--- src/logic/pms_defs.svh ---
// timing constants and pin bit positions for the mac-side receive status pins
`ifndef PMS_DEFS_SVH
`define PMS_DEFS_SVH

// ------------------------------------------------------------
// system clock
// ------------------------------------------------------------
`define PMS_CLK_NS 20

// ------------------------------------------------------------
// receive clock half periods, in ns as printed rates imply
// ------------------------------------------------------------
// 2.5 MHz -> 400 ns period
`define PMS_RXCLK_HALF_NS_10M 200
// 25 MHz -> 40 ns period
`define PMS_RXCLK_HALF_NS_100M 20
// 125 MHz -> 8 ns period
`define PMS_RXCLK_HALF_NS_1G 4

// half time rounds down to whole cycles, never below one cycle
`define PMS_HALF_CYC(ns) ((((ns) / `PMS_CLK_NS) < 1) ? 1 : ((ns) / `PMS_CLK_NS))

// ------------------------------------------------------------
// field positions
// ------------------------------------------------------------
`define PMS_DATA_HI_MSB 7
`define PMS_DATA_HI_LSB 4
`define PMS_PIN_LOW 1'b0
`define PMS_NIBBLE_ZERO 4'h0
`define PMS_CNT_ZERO 8'h00
`define PMS_CNT_ONE 8'h01

`endif

--- src/logic/pms_pkg.sv ---
// types shared by the mac-side receive status pin block
`default_nettype none

package pms_pkg;

	// mac interface mode, one-hot
	typedef enum logic [2:0]
	{
		PMS_MII = 3'h1,
		PMS_GMII = 3'h2,
		PMS_RGMII = 3'h4
	} pms_mode_type;

	// line speed, one-hot
	typedef enum logic [2:0]
	{
		PMS_SPD_10 = 3'h1,
		PMS_SPD_100 = 3'h2,
		PMS_SPD_1000 = 3'h4
	} pms_speed_type;

	// one receive beat offered by the receive datapath
	typedef struct packed
	{
		logic valid;
		logic error;
		logic carrier;
		logic [7:0] data;
	} pms_rx_symbol_type;

	// one transmit beat as taken from the mac
	typedef struct packed
	{
		logic enable;
		logic error;
	} pms_tx_beat_type;

	// transmit control sampler states
	typedef enum logic [1:0]
	{
		PMS_TXS_RISE = 2'h1,
		PMS_TXS_FALL = 2'h2
	} pms_txs_type;

endpackage : pms_pkg

`default_nettype wire

--- src/logic/pms_sync.sv ---
// two-flop synchroniser with edge detection for mac-driven pins
`default_nettype none
`timescale 1ns/1ns

module pms_sync #(
	parameter int W = 3
) (
	// clock and reset
	input wire logic clk_sys,
	input wire logic rst_n,
	// asynchronous pins
	input wire logic [W-1:0] async_in,
	// synchronised levels and edges
	output logic [W-1:0] level,
	output logic [W-1:0] rise,
	output logic [W-1:0] fall
);

	logic [W-1:0] meta_q;
	logic [W-1:0] sync_q;
	logic [W-1:0] prev_q;

	always_ff @(posedge clk_sys or negedge rst_n)
	begin
		if (!rst_n)
		begin
			meta_q <= '0;
			sync_q <= '0;
			prev_q <= '0;
		end
		else
		begin
			meta_q <= async_in;
			sync_q <= meta_q;
			prev_q <= sync_q;
		end
	end

	// edges look only at the second and third stage
	assign level = sync_q;
	assign rise = sync_q & ~prev_q;
	assign fall = ~sync_q & prev_q;

endmodule : pms_sync

`default_nettype wire

--- src/logic/pms_clk_div.sv ---
// divider making the link clock level and its edge enables
`default_nettype none
`timescale 1ns/1ns
`include "pms_defs.svh"

module pms_clk_div (
	// clock and reset
	input wire logic clk_sys,
	input wire logic rst_n,
	// half period in system cycles
	input wire logic [7:0] half_cycles,
	// link clock and its edges
	output logic clk_level,
	output logic rise_en,
	output logic fall_en
);

	logic [7:0] cnt_q;
	logic [7:0] cnt_d;
	logic level_q;
	logic tick;

	assign tick = (cnt_q >= (half_cycles - `PMS_CNT_ONE));
	assign cnt_d = tick ? `PMS_CNT_ZERO : cnt_q + `PMS_CNT_ONE;

	always_ff @(posedge clk_sys or negedge rst_n)
	begin
		if (!rst_n)
		begin
			cnt_q <= `PMS_CNT_ZERO;
			level_q <= `PMS_PIN_LOW;
		end
		else
		begin
			cnt_q <= cnt_d;
			level_q <= tick ? ~level_q : level_q;
		end
	end

	// enables mark the cycle before the pin level changes
	assign clk_level = level_q;
	assign rise_en = tick & ~level_q;
	assign fall_en = tick & level_q;

endmodule : pms_clk_div

`default_nettype wire

--- src/logic/pms_rx_status_pins.sv ---
// mac-side receive status pins of an ethernet phy: clocks, upper data, control
//
// How it works
// [RQ1] gmii drives receive data bits four-seven
// [RQ2] mac raises transmit enable for data
// [RQ3] rgmii transmit control carries enable and error
// [RQ4] receive valid marks valid nibble or byte
// [RQ5] rgmii receive control muxes valid and error
// [RQ6] receive error high on detected error
// [RQ7] rgmii leaves separate receive error unused
// [RQ8] half duplex collision on simultaneous activity
// [RQ9] mac synchronises the asynchronous collision pin
// [RQ10] full duplex holds collision low
// [RQ11] rgmii leaves collision unused
// [RQ12] half duplex carrier on receive or transmit
// [RQ13] 10/100 full duplex carrier on receive
// [RQ14] gigabit full duplex carrier is undefined
// [RQ15] rgmii leaves carrier sense unused
// [RQ16] mac supplies continuous 125 MHz transmit clock; the bench mac gives 6.25 MHz, sampled at 50 MHz
// [RQ17] receive clock 2.5, 25, 125 MHz; gigabit gives 25 MHz here
// [RQ18] mii transmit clock driven at 2.5/25 MHz
// [RQ19] transmit error substitutes invalid symbols
// [RQ20] rising sample enable, falling sample enable xor error
`default_nettype none
`timescale 1ns/1ns
`include "pms_defs.svh"

module pms_rx_status_pins (
	// clock and reset
	input wire logic clk_sys,
	input wire logic rst_n,
	// configuration, same clock domain
	input wire pms_pkg::pms_mode_type mode,
	input wire pms_pkg::pms_speed_type speed,
	input wire logic full_duplex,
	// receive beats from the datapath
	input wire pms_pkg::pms_rx_symbol_type rx_symbol,
	output logic rx_take,
	// transmit beats toward the datapath
	output pms_pkg::pms_tx_beat_type tx_beat,
	output logic tx_beat_strobe,
	output logic tx_send_invalid,
	// pins from the mac
	input wire logic gtx_clk,
	input wire logic tx_en_ctrl,
	input wire logic tx_er,
	// clock pins toward the mac
	output logic rx_clk,
	output logic tx_clk,
	// receive pins toward the mac
	output logic receive_data_bit_four,
	output logic receive_data_bit_five,
	output logic receive_data_bit_six,
	output logic receive_data_bit_seven,
	output logic receive_valid_error_combined,
	output logic rx_er,
	output logic col,
	output logic crs
);

	import pms_pkg::*;

	// ------------------------------------------------------------
	// configuration decode
	// ------------------------------------------------------------

	function automatic logic [7:0] half_for_speed(input pms_speed_type s);
		logic [7:0] h;
		h = 8'(`PMS_HALF_CYC(`PMS_RXCLK_HALF_NS_1G));
		unique case (s)
			PMS_SPD_10: h = 8'(`PMS_HALF_CYC(`PMS_RXCLK_HALF_NS_10M));
			PMS_SPD_100: h = 8'(`PMS_HALF_CYC(`PMS_RXCLK_HALF_NS_100M));
			PMS_SPD_1000: h = 8'(`PMS_HALF_CYC(`PMS_RXCLK_HALF_NS_1G));
			default: h = 8'(`PMS_HALF_CYC(`PMS_RXCLK_HALF_NS_1G));
		endcase
		return h;
	endfunction : half_for_speed

	logic is_mii;
	logic is_gmii;
	logic is_rgmii;
	logic is_gig;
	logic half_duplex;
	logic [7:0] half_cycles;

	assign is_mii = (mode == PMS_MII);
	assign is_gmii = (mode == PMS_GMII);
	assign is_rgmii = (mode == PMS_RGMII);
	assign is_gig = (speed == PMS_SPD_1000);
	assign half_duplex = ~full_duplex;
	assign half_cycles = half_for_speed(speed);

	// ------------------------------------------------------------
	// link clock generation
	// ------------------------------------------------------------

	logic link_level;
	logic link_rise;
	logic link_fall;

	// [RQ17] recovered clock rate
	pms_clk_div u_div (
		.clk_sys(clk_sys),
		.rst_n(rst_n),
		.half_cycles(half_cycles),
		.clk_level(link_level),
		.rise_en(link_rise),
		.fall_en(link_fall)
	);

	logic tx_clk_q;
	logic tx_clk_d;

	always_ff @(posedge clk_sys or negedge rst_n)
	begin
		if (!rst_n)
			tx_clk_q <= `PMS_PIN_LOW;
		else
			tx_clk_q <= tx_clk_d;
	end

	// [RQ18] mii transmit clock
	assign tx_clk_d = is_mii & (link_rise ? 1'b1 : (link_fall ? 1'b0 : tx_clk_q));

	// gigabit needs 125 MHz; at 50 MHz the fastest pin is 25 MHz
	assign rx_clk = link_level;
	assign tx_clk = tx_clk_q;

	// ------------------------------------------------------------
	// receive pins
	// ------------------------------------------------------------

	logic [3:0] rx_hi_q;
	logic rx_ctrl_q;
	logic rx_er_q;
	logic rx_dv_hold_q;
	logic rx_err_hold_q;

	// beat is taken on the receive clock rising edge
	assign rx_take = link_rise;

	logic [3:0] rx_hi_d;
	logic rx_ctrl_rise_d;
	logic rx_ctrl_fall_d;
	logic rx_er_d;

	// [RQ1] upper nibble only in gmii
	assign rx_hi_d = is_gmii ?
		rx_symbol.data[`PMS_DATA_HI_MSB:`PMS_DATA_HI_LSB] : `PMS_NIBBLE_ZERO;

	// [RQ4] valid with nibble or byte
	assign rx_ctrl_rise_d = rx_symbol.valid;

	// [RQ20] falling half is valid xor error
	assign rx_ctrl_fall_d = rx_dv_hold_q ^ rx_err_hold_q;

	// [RQ6] error pin tracks detected error
	// [RQ7] silent in rgmii
	assign rx_er_d = ~is_rgmii & rx_symbol.error;

	always_ff @(posedge clk_sys or negedge rst_n)
	begin
		if (!rst_n)
		begin
			rx_hi_q <= `PMS_NIBBLE_ZERO;
			rx_ctrl_q <= `PMS_PIN_LOW;
			rx_er_q <= `PMS_PIN_LOW;
			rx_dv_hold_q <= `PMS_PIN_LOW;
			rx_err_hold_q <= `PMS_PIN_LOW;
		end
		else if (link_rise)
		begin
			rx_hi_q <= rx_hi_d;
			rx_ctrl_q <= rx_ctrl_rise_d;
			rx_er_q <= rx_er_d;
			rx_dv_hold_q <= rx_symbol.valid;
			rx_err_hold_q <= rx_symbol.error;
		end
		// [RQ5] second half on falling edge
		else if (link_fall && is_rgmii)
		begin
			rx_ctrl_q <= rx_ctrl_fall_d;
		end
	end

	assign receive_data_bit_four = rx_hi_q[0];
	assign receive_data_bit_five = rx_hi_q[1];
	assign receive_data_bit_six = rx_hi_q[2];
	assign receive_data_bit_seven = rx_hi_q[3];
	assign receive_valid_error_combined = rx_ctrl_q;
	assign rx_er = rx_er_q;

	// ------------------------------------------------------------
	// transmit pin sampling
	// ------------------------------------------------------------

	logic [2:0] pin_level;
	logic [2:0] pin_rise;
	logic [2:0] pin_fall;

	// mac pins cross into clk_sys through two flops
	pms_sync #(
		.W(3)
	) u_sync (
		.clk_sys(clk_sys),
		.rst_n(rst_n),
		.async_in({tx_er, tx_en_ctrl, gtx_clk}),
		.level(pin_level),
		.rise(pin_rise),
		.fall(pin_fall)
	);

	logic s_en;
	logic s_er;
	logic gtx_rise;
	logic gtx_fall;
	logic tx_rise_ev;

	assign s_en = pin_level[1];
	assign s_er = pin_level[2];
	assign gtx_rise = pin_rise[0];
	assign gtx_fall = pin_fall[0];

	// [RQ16] gmii/rgmii clocked by mac, mii by own clock
	assign tx_rise_ev = is_mii ? link_rise : gtx_rise;

	pms_txs_type txs_q;
	pms_txs_type txs_d;
	logic rise_bit_q;
	logic rise_bit_d;
	pms_tx_beat_type beat_q;
	pms_tx_beat_type beat_d;
	logic strobe_q;
	logic strobe_d;

	always_comb
	begin
		txs_d = txs_q;
		rise_bit_d = rise_bit_q;
		beat_d = beat_q;
		strobe_d = 1'b0;
		unique case (txs_q)
			PMS_TXS_RISE:
			begin
				if (tx_rise_ev && is_rgmii)
				begin
					rise_bit_d = s_en;
					txs_d = PMS_TXS_FALL;
				end
				// [RQ2] enable marks data present
				else if (tx_rise_ev)
				begin
					beat_d.enable = s_en;
					beat_d.error = s_er;
					strobe_d = 1'b1;
				end
			end
			PMS_TXS_FALL:
			begin
				if (!is_rgmii)
					txs_d = PMS_TXS_RISE;
				// [RQ3] one line, both edges
				// [RQ20] error is rise xor fall
				else if (gtx_fall)
				begin
					beat_d.enable = rise_bit_q;
					beat_d.error = rise_bit_q ^ s_en;
					strobe_d = 1'b1;
					txs_d = PMS_TXS_RISE;
				end
			end
			default:
				txs_d = PMS_TXS_RISE;
		endcase
	end

	always_ff @(posedge clk_sys or negedge rst_n)
	begin
		if (!rst_n)
		begin
			txs_q <= PMS_TXS_RISE;
			rise_bit_q <= `PMS_PIN_LOW;
			beat_q <= '0;
			strobe_q <= `PMS_PIN_LOW;
		end
		else
		begin
			txs_q <= txs_d;
			rise_bit_q <= rise_bit_d;
			beat_q <= beat_d;
			strobe_q <= strobe_d;
		end
	end

	assign tx_beat = beat_q;
	assign tx_beat_strobe = strobe_q;

	// [RQ19] error replaces data with invalid symbols
	assign tx_send_invalid = beat_q.error;

	// ------------------------------------------------------------
	// collision and carrier sense
	// ------------------------------------------------------------

	logic tx_active;
	logic rx_active;
	logic col_d;
	logic crs_d;
	logic col_q;
	logic crs_q;

	assign tx_active = beat_q.enable;
	assign rx_active = rx_symbol.carrier;

	// [RQ8] simultaneous activity in half duplex
	// [RQ10] low in full duplex
	// [RQ11] unused in rgmii
	assign col_d = ~is_rgmii & half_duplex & tx_active & rx_active;

	// [RQ12] half duplex: either direction
	// [RQ13] 10/100 full duplex: receive only
	// [RQ14] gigabit full duplex held low
	// [RQ15] unused in rgmii
	assign crs_d = is_rgmii ? `PMS_PIN_LOW :
		half_duplex ? (tx_active | rx_active) :
		is_gig ? `PMS_PIN_LOW : rx_active;

	// [RQ9] collision is free of the link clocks; mac must resync
	always_ff @(posedge clk_sys or negedge rst_n)
	begin
		if (!rst_n)
		begin
			col_q <= `PMS_PIN_LOW;
			crs_q <= `PMS_PIN_LOW;
		end
		else
		begin
			col_q <= col_d;
			crs_q <= crs_d;
		end
	end

	assign col = col_q;
	assign crs = crs_q;

endmodule : pms_rx_status_pins

`default_nettype wire

--- config.mk ---
export PLATFORM = sky130hd
export DESIGN_NAME = pms_rx_status_pins
export DESIGN_NICKNAME = d
export VERILOG_FILES = /design/src/logic/pms_pkg.sv /design/src/logic/pms_sync.sv /design/src/logic/pms_clk_div.sv /design/src/logic/pms_rx_status_pins.sv
export VERILOG_INCLUDE_DIRS = /design/src /design/src/logic
export SDC_FILE = /design/constraint.sdc
export NUM_CORES = 1
export LEC_CHECK = 0
export ABC_AREA = 1
export BUFFER_PORTS_ARGS = -buffer_cell sky130_fd_sc_hd__buf_4
export CAP_MARGIN = 40
export CORE_ASPECT_RATIO = 1.5
export CORE_UTILIZATION = 49
export CTS_CLUSTER_SIZE = 20
export DETAILED_ROUTE_END_ITERATION = 7
export PLACE_DENSITY = 0.75
export SLEW_MARGIN = 5
export SYNTH_ARGS = -nofsm -noshare
export SYNTH_HDL_FRONTEND = slang
export SYNTH_HIERARCHICAL = 1
export SYNTH_SLANG_ARGS = --single-unit
--- constraint.sdc ---
create_clock -name clk_sys -period 2.2 [get_ports clk_sys]
set_input_delay 0.22 -clock clk_sys [delete_from_list [all_inputs] [get_ports clk_sys]]
set_output_delay 0.22 -clock clk_sys [all_outputs]
set_load 0.05 [all_outputs]
==> impl_results.md <==
- Result of the run: finished with violations
- Failing checks: negative setup slack
- DP Cell Count: 320
- Number of cells on the worst hold path: 1
- Area of the multi-input gates: between 0.001 and 0.0015 mm²
- Total GRT Usage: 20.9%
- Later-pin clock latency in the skew report: 0.28 ns
- Global placer's final weighted congestion: approximately 0.8
- Startpoint of the worst hold path: tx_en_ctrl
- Final Max Tran Viols: 0
- Final WS setup: -0.232 ns
- Fill cell count: roughly 260
- Clock H-tree levels: 2
- Netlist Area Pre-Place: ~0.0018 mm²
- Final period utilization: 111%
- DIE HEIGHT: 76.6 µm
- Number of cells on the worst reg-to-reg path: 15
- Width of the die: between 50 and 60 µm
- Worst supply voltage drop on vdd: between 700 and 800 µV
- Global-route wire length before repair: 6100 µm
- Buffers from clock root to sink, at most: 2
- Max Freq: roughly 0.41 GHz
- Worst hold endpoint: u_sync/meta_q[1]
- Worst clock skew on the final layout: between 0.002 and 0.003 ns
- # port buffers: 33
- Initial cell density of the core: about 52%
- RR Endpoint: receive_valid_error_combined
- Initial DRC count: 27
- Final layout net count: approximately 330
- Data required time of the critical path: about 2.0 ns
- Arrival time of the worst setup path: between 2 and 2.5 ns
- Detailed-routing iteration count for the pre-antenna-repair pass: 6
- Shortest clock period the worst path allows after layout: 2.43 ns
- Overflow after GRT: 0
- CP endpoint kind: output port
- Vias: ~1600
- Post-route total power: slightly below 0.003 W
- Category of the critical setup timing path: in2out
- Drt via density: approximately 4.7
- Antenna-violating nets left: 0
- Count of boundary I/O pins: 38
- Number of rows created at floorplan: 26
- Worst Path Max Fanout: 3
- Setup repair after global routing missed its margin: true
- Clock tree from TritonCTS: done
- Area taken by flip-flops and latches: a little over 800 µm²
- Instance count of the mapped netlist: ~220
- Setup TNS: -2.18 ns
- Leakage power: 1.35 nW
- Power density of the placed cells: between 1000 and 1500 mW/mm²
- Mean Syn Cell Area: about 8 µm²
- Via count of the first global-routing pass: between 1500 and 2000
- Type of element launching the critical path: input pin
- Clock edge transition at the registers on the reported setup and hold paths: about 0.06 ns
- Fin util: about three quarters
- Number of warnings printed during yosys synthesis: 6
- Maximum number of pins on one net before global-route repair: 34
- Number of max-capacitance violations reported: 0
- Clk root buf: sky130_fd_sc_hd__clkbuf_8
- DRC violation count after routing: 0
- Hold violation total from the final report: 0
- Worst slew pin tran: ~0.53 ns
- Class of the most critical hold timing path: in2reg
- Initial antenna violation count: 0
- Wire length per cell after detailed routing: 11.8 µm
- Layout cells sized above 1: 36.7%
- Final setup fails: 15
- DP HPWL: 2750 µm
- CTS sink cnt: 33
- Remaining max-slew budget at the tightest pin: approximately two thirds
- Number of inserted diodes: 0
- Detailed-route wire length: between 3000 and 4000 µm
- TritonCTS Buffers: 5
- Synthesis-to-finish area growth: 44.9%
- Die Area: 0.00396 mm²
- Floorplan Core Area: around 0.0035 mm²
- Non-filler cells in the finished layout: 336
- Flop2flop setup slack: 0.17 ns
- Source of the worst register-to-register timing path: u_div/cnt_q[2]
per-layer routing:
| layer | vias to the layer above | part of all wire, % | GRT usage (%) |
|---|---|---|---|
| met5 | - | 0 | 0 |
| met4 | 0 | 1.9 | 9.73 |
| met3 | 6 | 2.0 | 4.19 |
| met2 | 30 | 60 | 40.3 |
| met1 | 717 | 36 | 19.6 |
| li1 | 819 | - | - |
layout by cell type, fill, tap and decap left out, types with 5 or more instances in the layout:
master / instances
sky130_fd_sc_hd__nand2_2: 11
sky130_fd_sc_hd__nand2_1: 39
sky130_fd_sc_hd__inv_1: 29
sky130_fd_sc_hd__ha_1: 9
sky130_fd_sc_hd__nand2_4: 6
sky130_fd_sc_hd__nand3_2: 5
sky130_fd_sc_hd__xor2_1: 5
sky130_fd_sc_hd__nand3_1: 13
sky130_fd_sc_hd__buf_4: 41
sky130_fd_sc_hd__clkbuf_8: 6
sky130_fd_sc_hd__conb_1: 15
sky130_fd_sc_hd__buf_6: 8
sky130_fd_sc_hd__nor2_1: 22
sky130_fd_sc_hd__dfrtp_1: 32
area by class of cell:
| type | instances | area share [%] |
|---|---|---|
| inverter | 35 | 5.42 |
| tap | 42 | 2.00 |
| multi-input combinational | 166 | 41.1 |
| clock buffer | 8 | 3.43 |
| timing repair buffer | 52 | 16.7 |
| sequential | 33 | 31.4 |
power breakdown:
group,switching [W],internal [W]
Sequential,0.000175,0.000803
Clock,0.000208,0.000255
Combinational,0.000934,0.000594
critical path: stages:
cell and delay (ns):
sky130_fd_sc_hd__buf_8 0.10, sky130_fd_sc_hd__nor3_4 0.20, sky130_fd_sc_hd__inv_1 0.07, sky130_fd_sc_hd__inv_2 0.08, sky130_fd_sc_hd__buf_6 0.10, sky130_fd_sc_hd__nand3_2 0.10
sky130_fd_sc_hd__nor4_2 0.19, sky130_fd_sc_hd__nor2_1 0.07, sky130_fd_sc_hd__ha_1 0.34, sky130_fd_sc_hd__a21oi_2 0.19, sky130_fd_sc_hd__o21a_4 0.16, sky130_fd_sc_hd__nand2_4 0.05
sky130_fd_sc_hd__nand2_4 0.06, sky130_fd_sc_hd__clkinvlp_4 0.11, sky130_fd_sc_hd__buf_8 0.17
worst max-delay path by stage:
stage | depth (start not counted) | start | end | slack, ns
floorplan | 20 | speed[2] | tx_send_invalid | -0.42
CTS | 16 | speed[1] | rx_take | -0.23
global route | 20 | speed[2] | rise_bit_q | -0.43
global placement | 21 | speed[2] | txs_q[1] | -0.45
detailed placement | 21 | speed[2] | tx_active | -0.53
finish | 15 | speed[2] | rx_take | -0.23
through the flow:
| step | instance area, µm² | hold WS [ns] | setup slack (ns) |
|---|---|---|---|
| after floorplan | 1930 | -0.0756 | -0.416 |
| after global placement | 2280 | 0.182 | -0.450 |
| after detailed placement | 2280 | 0.183 | -0.529 |
| after CTS | 2430 | 0.0329 | -0.228 |
| after global routing | 2630 | 0.0308 | -0.430 |
| final | 2630 | 0.0403 | -0.232 |
what timing repair did:
action / 4_1_cts / 5_1_grt
endpoints found under the hold margin: 32 / 0
pin swaps: 11 / 25
gates resized for setup: 7 / 42
hold buffers: 1 / 0
endpoints found under the setup margin: 14 / 21
setup buffers: 2 / 6
sequential cells by signal, indices dropped and copies added, names as in the netlist, 2 cells and up:
| name | count |
|---|---|
| u_sync/meta_q | 3 |
| u_div/cnt_q | 8 |
| txs_q | 2 |
| rx_hi_q | 4 |
| u_sync/level | 3 |
(Power assumes the default switching activity.)
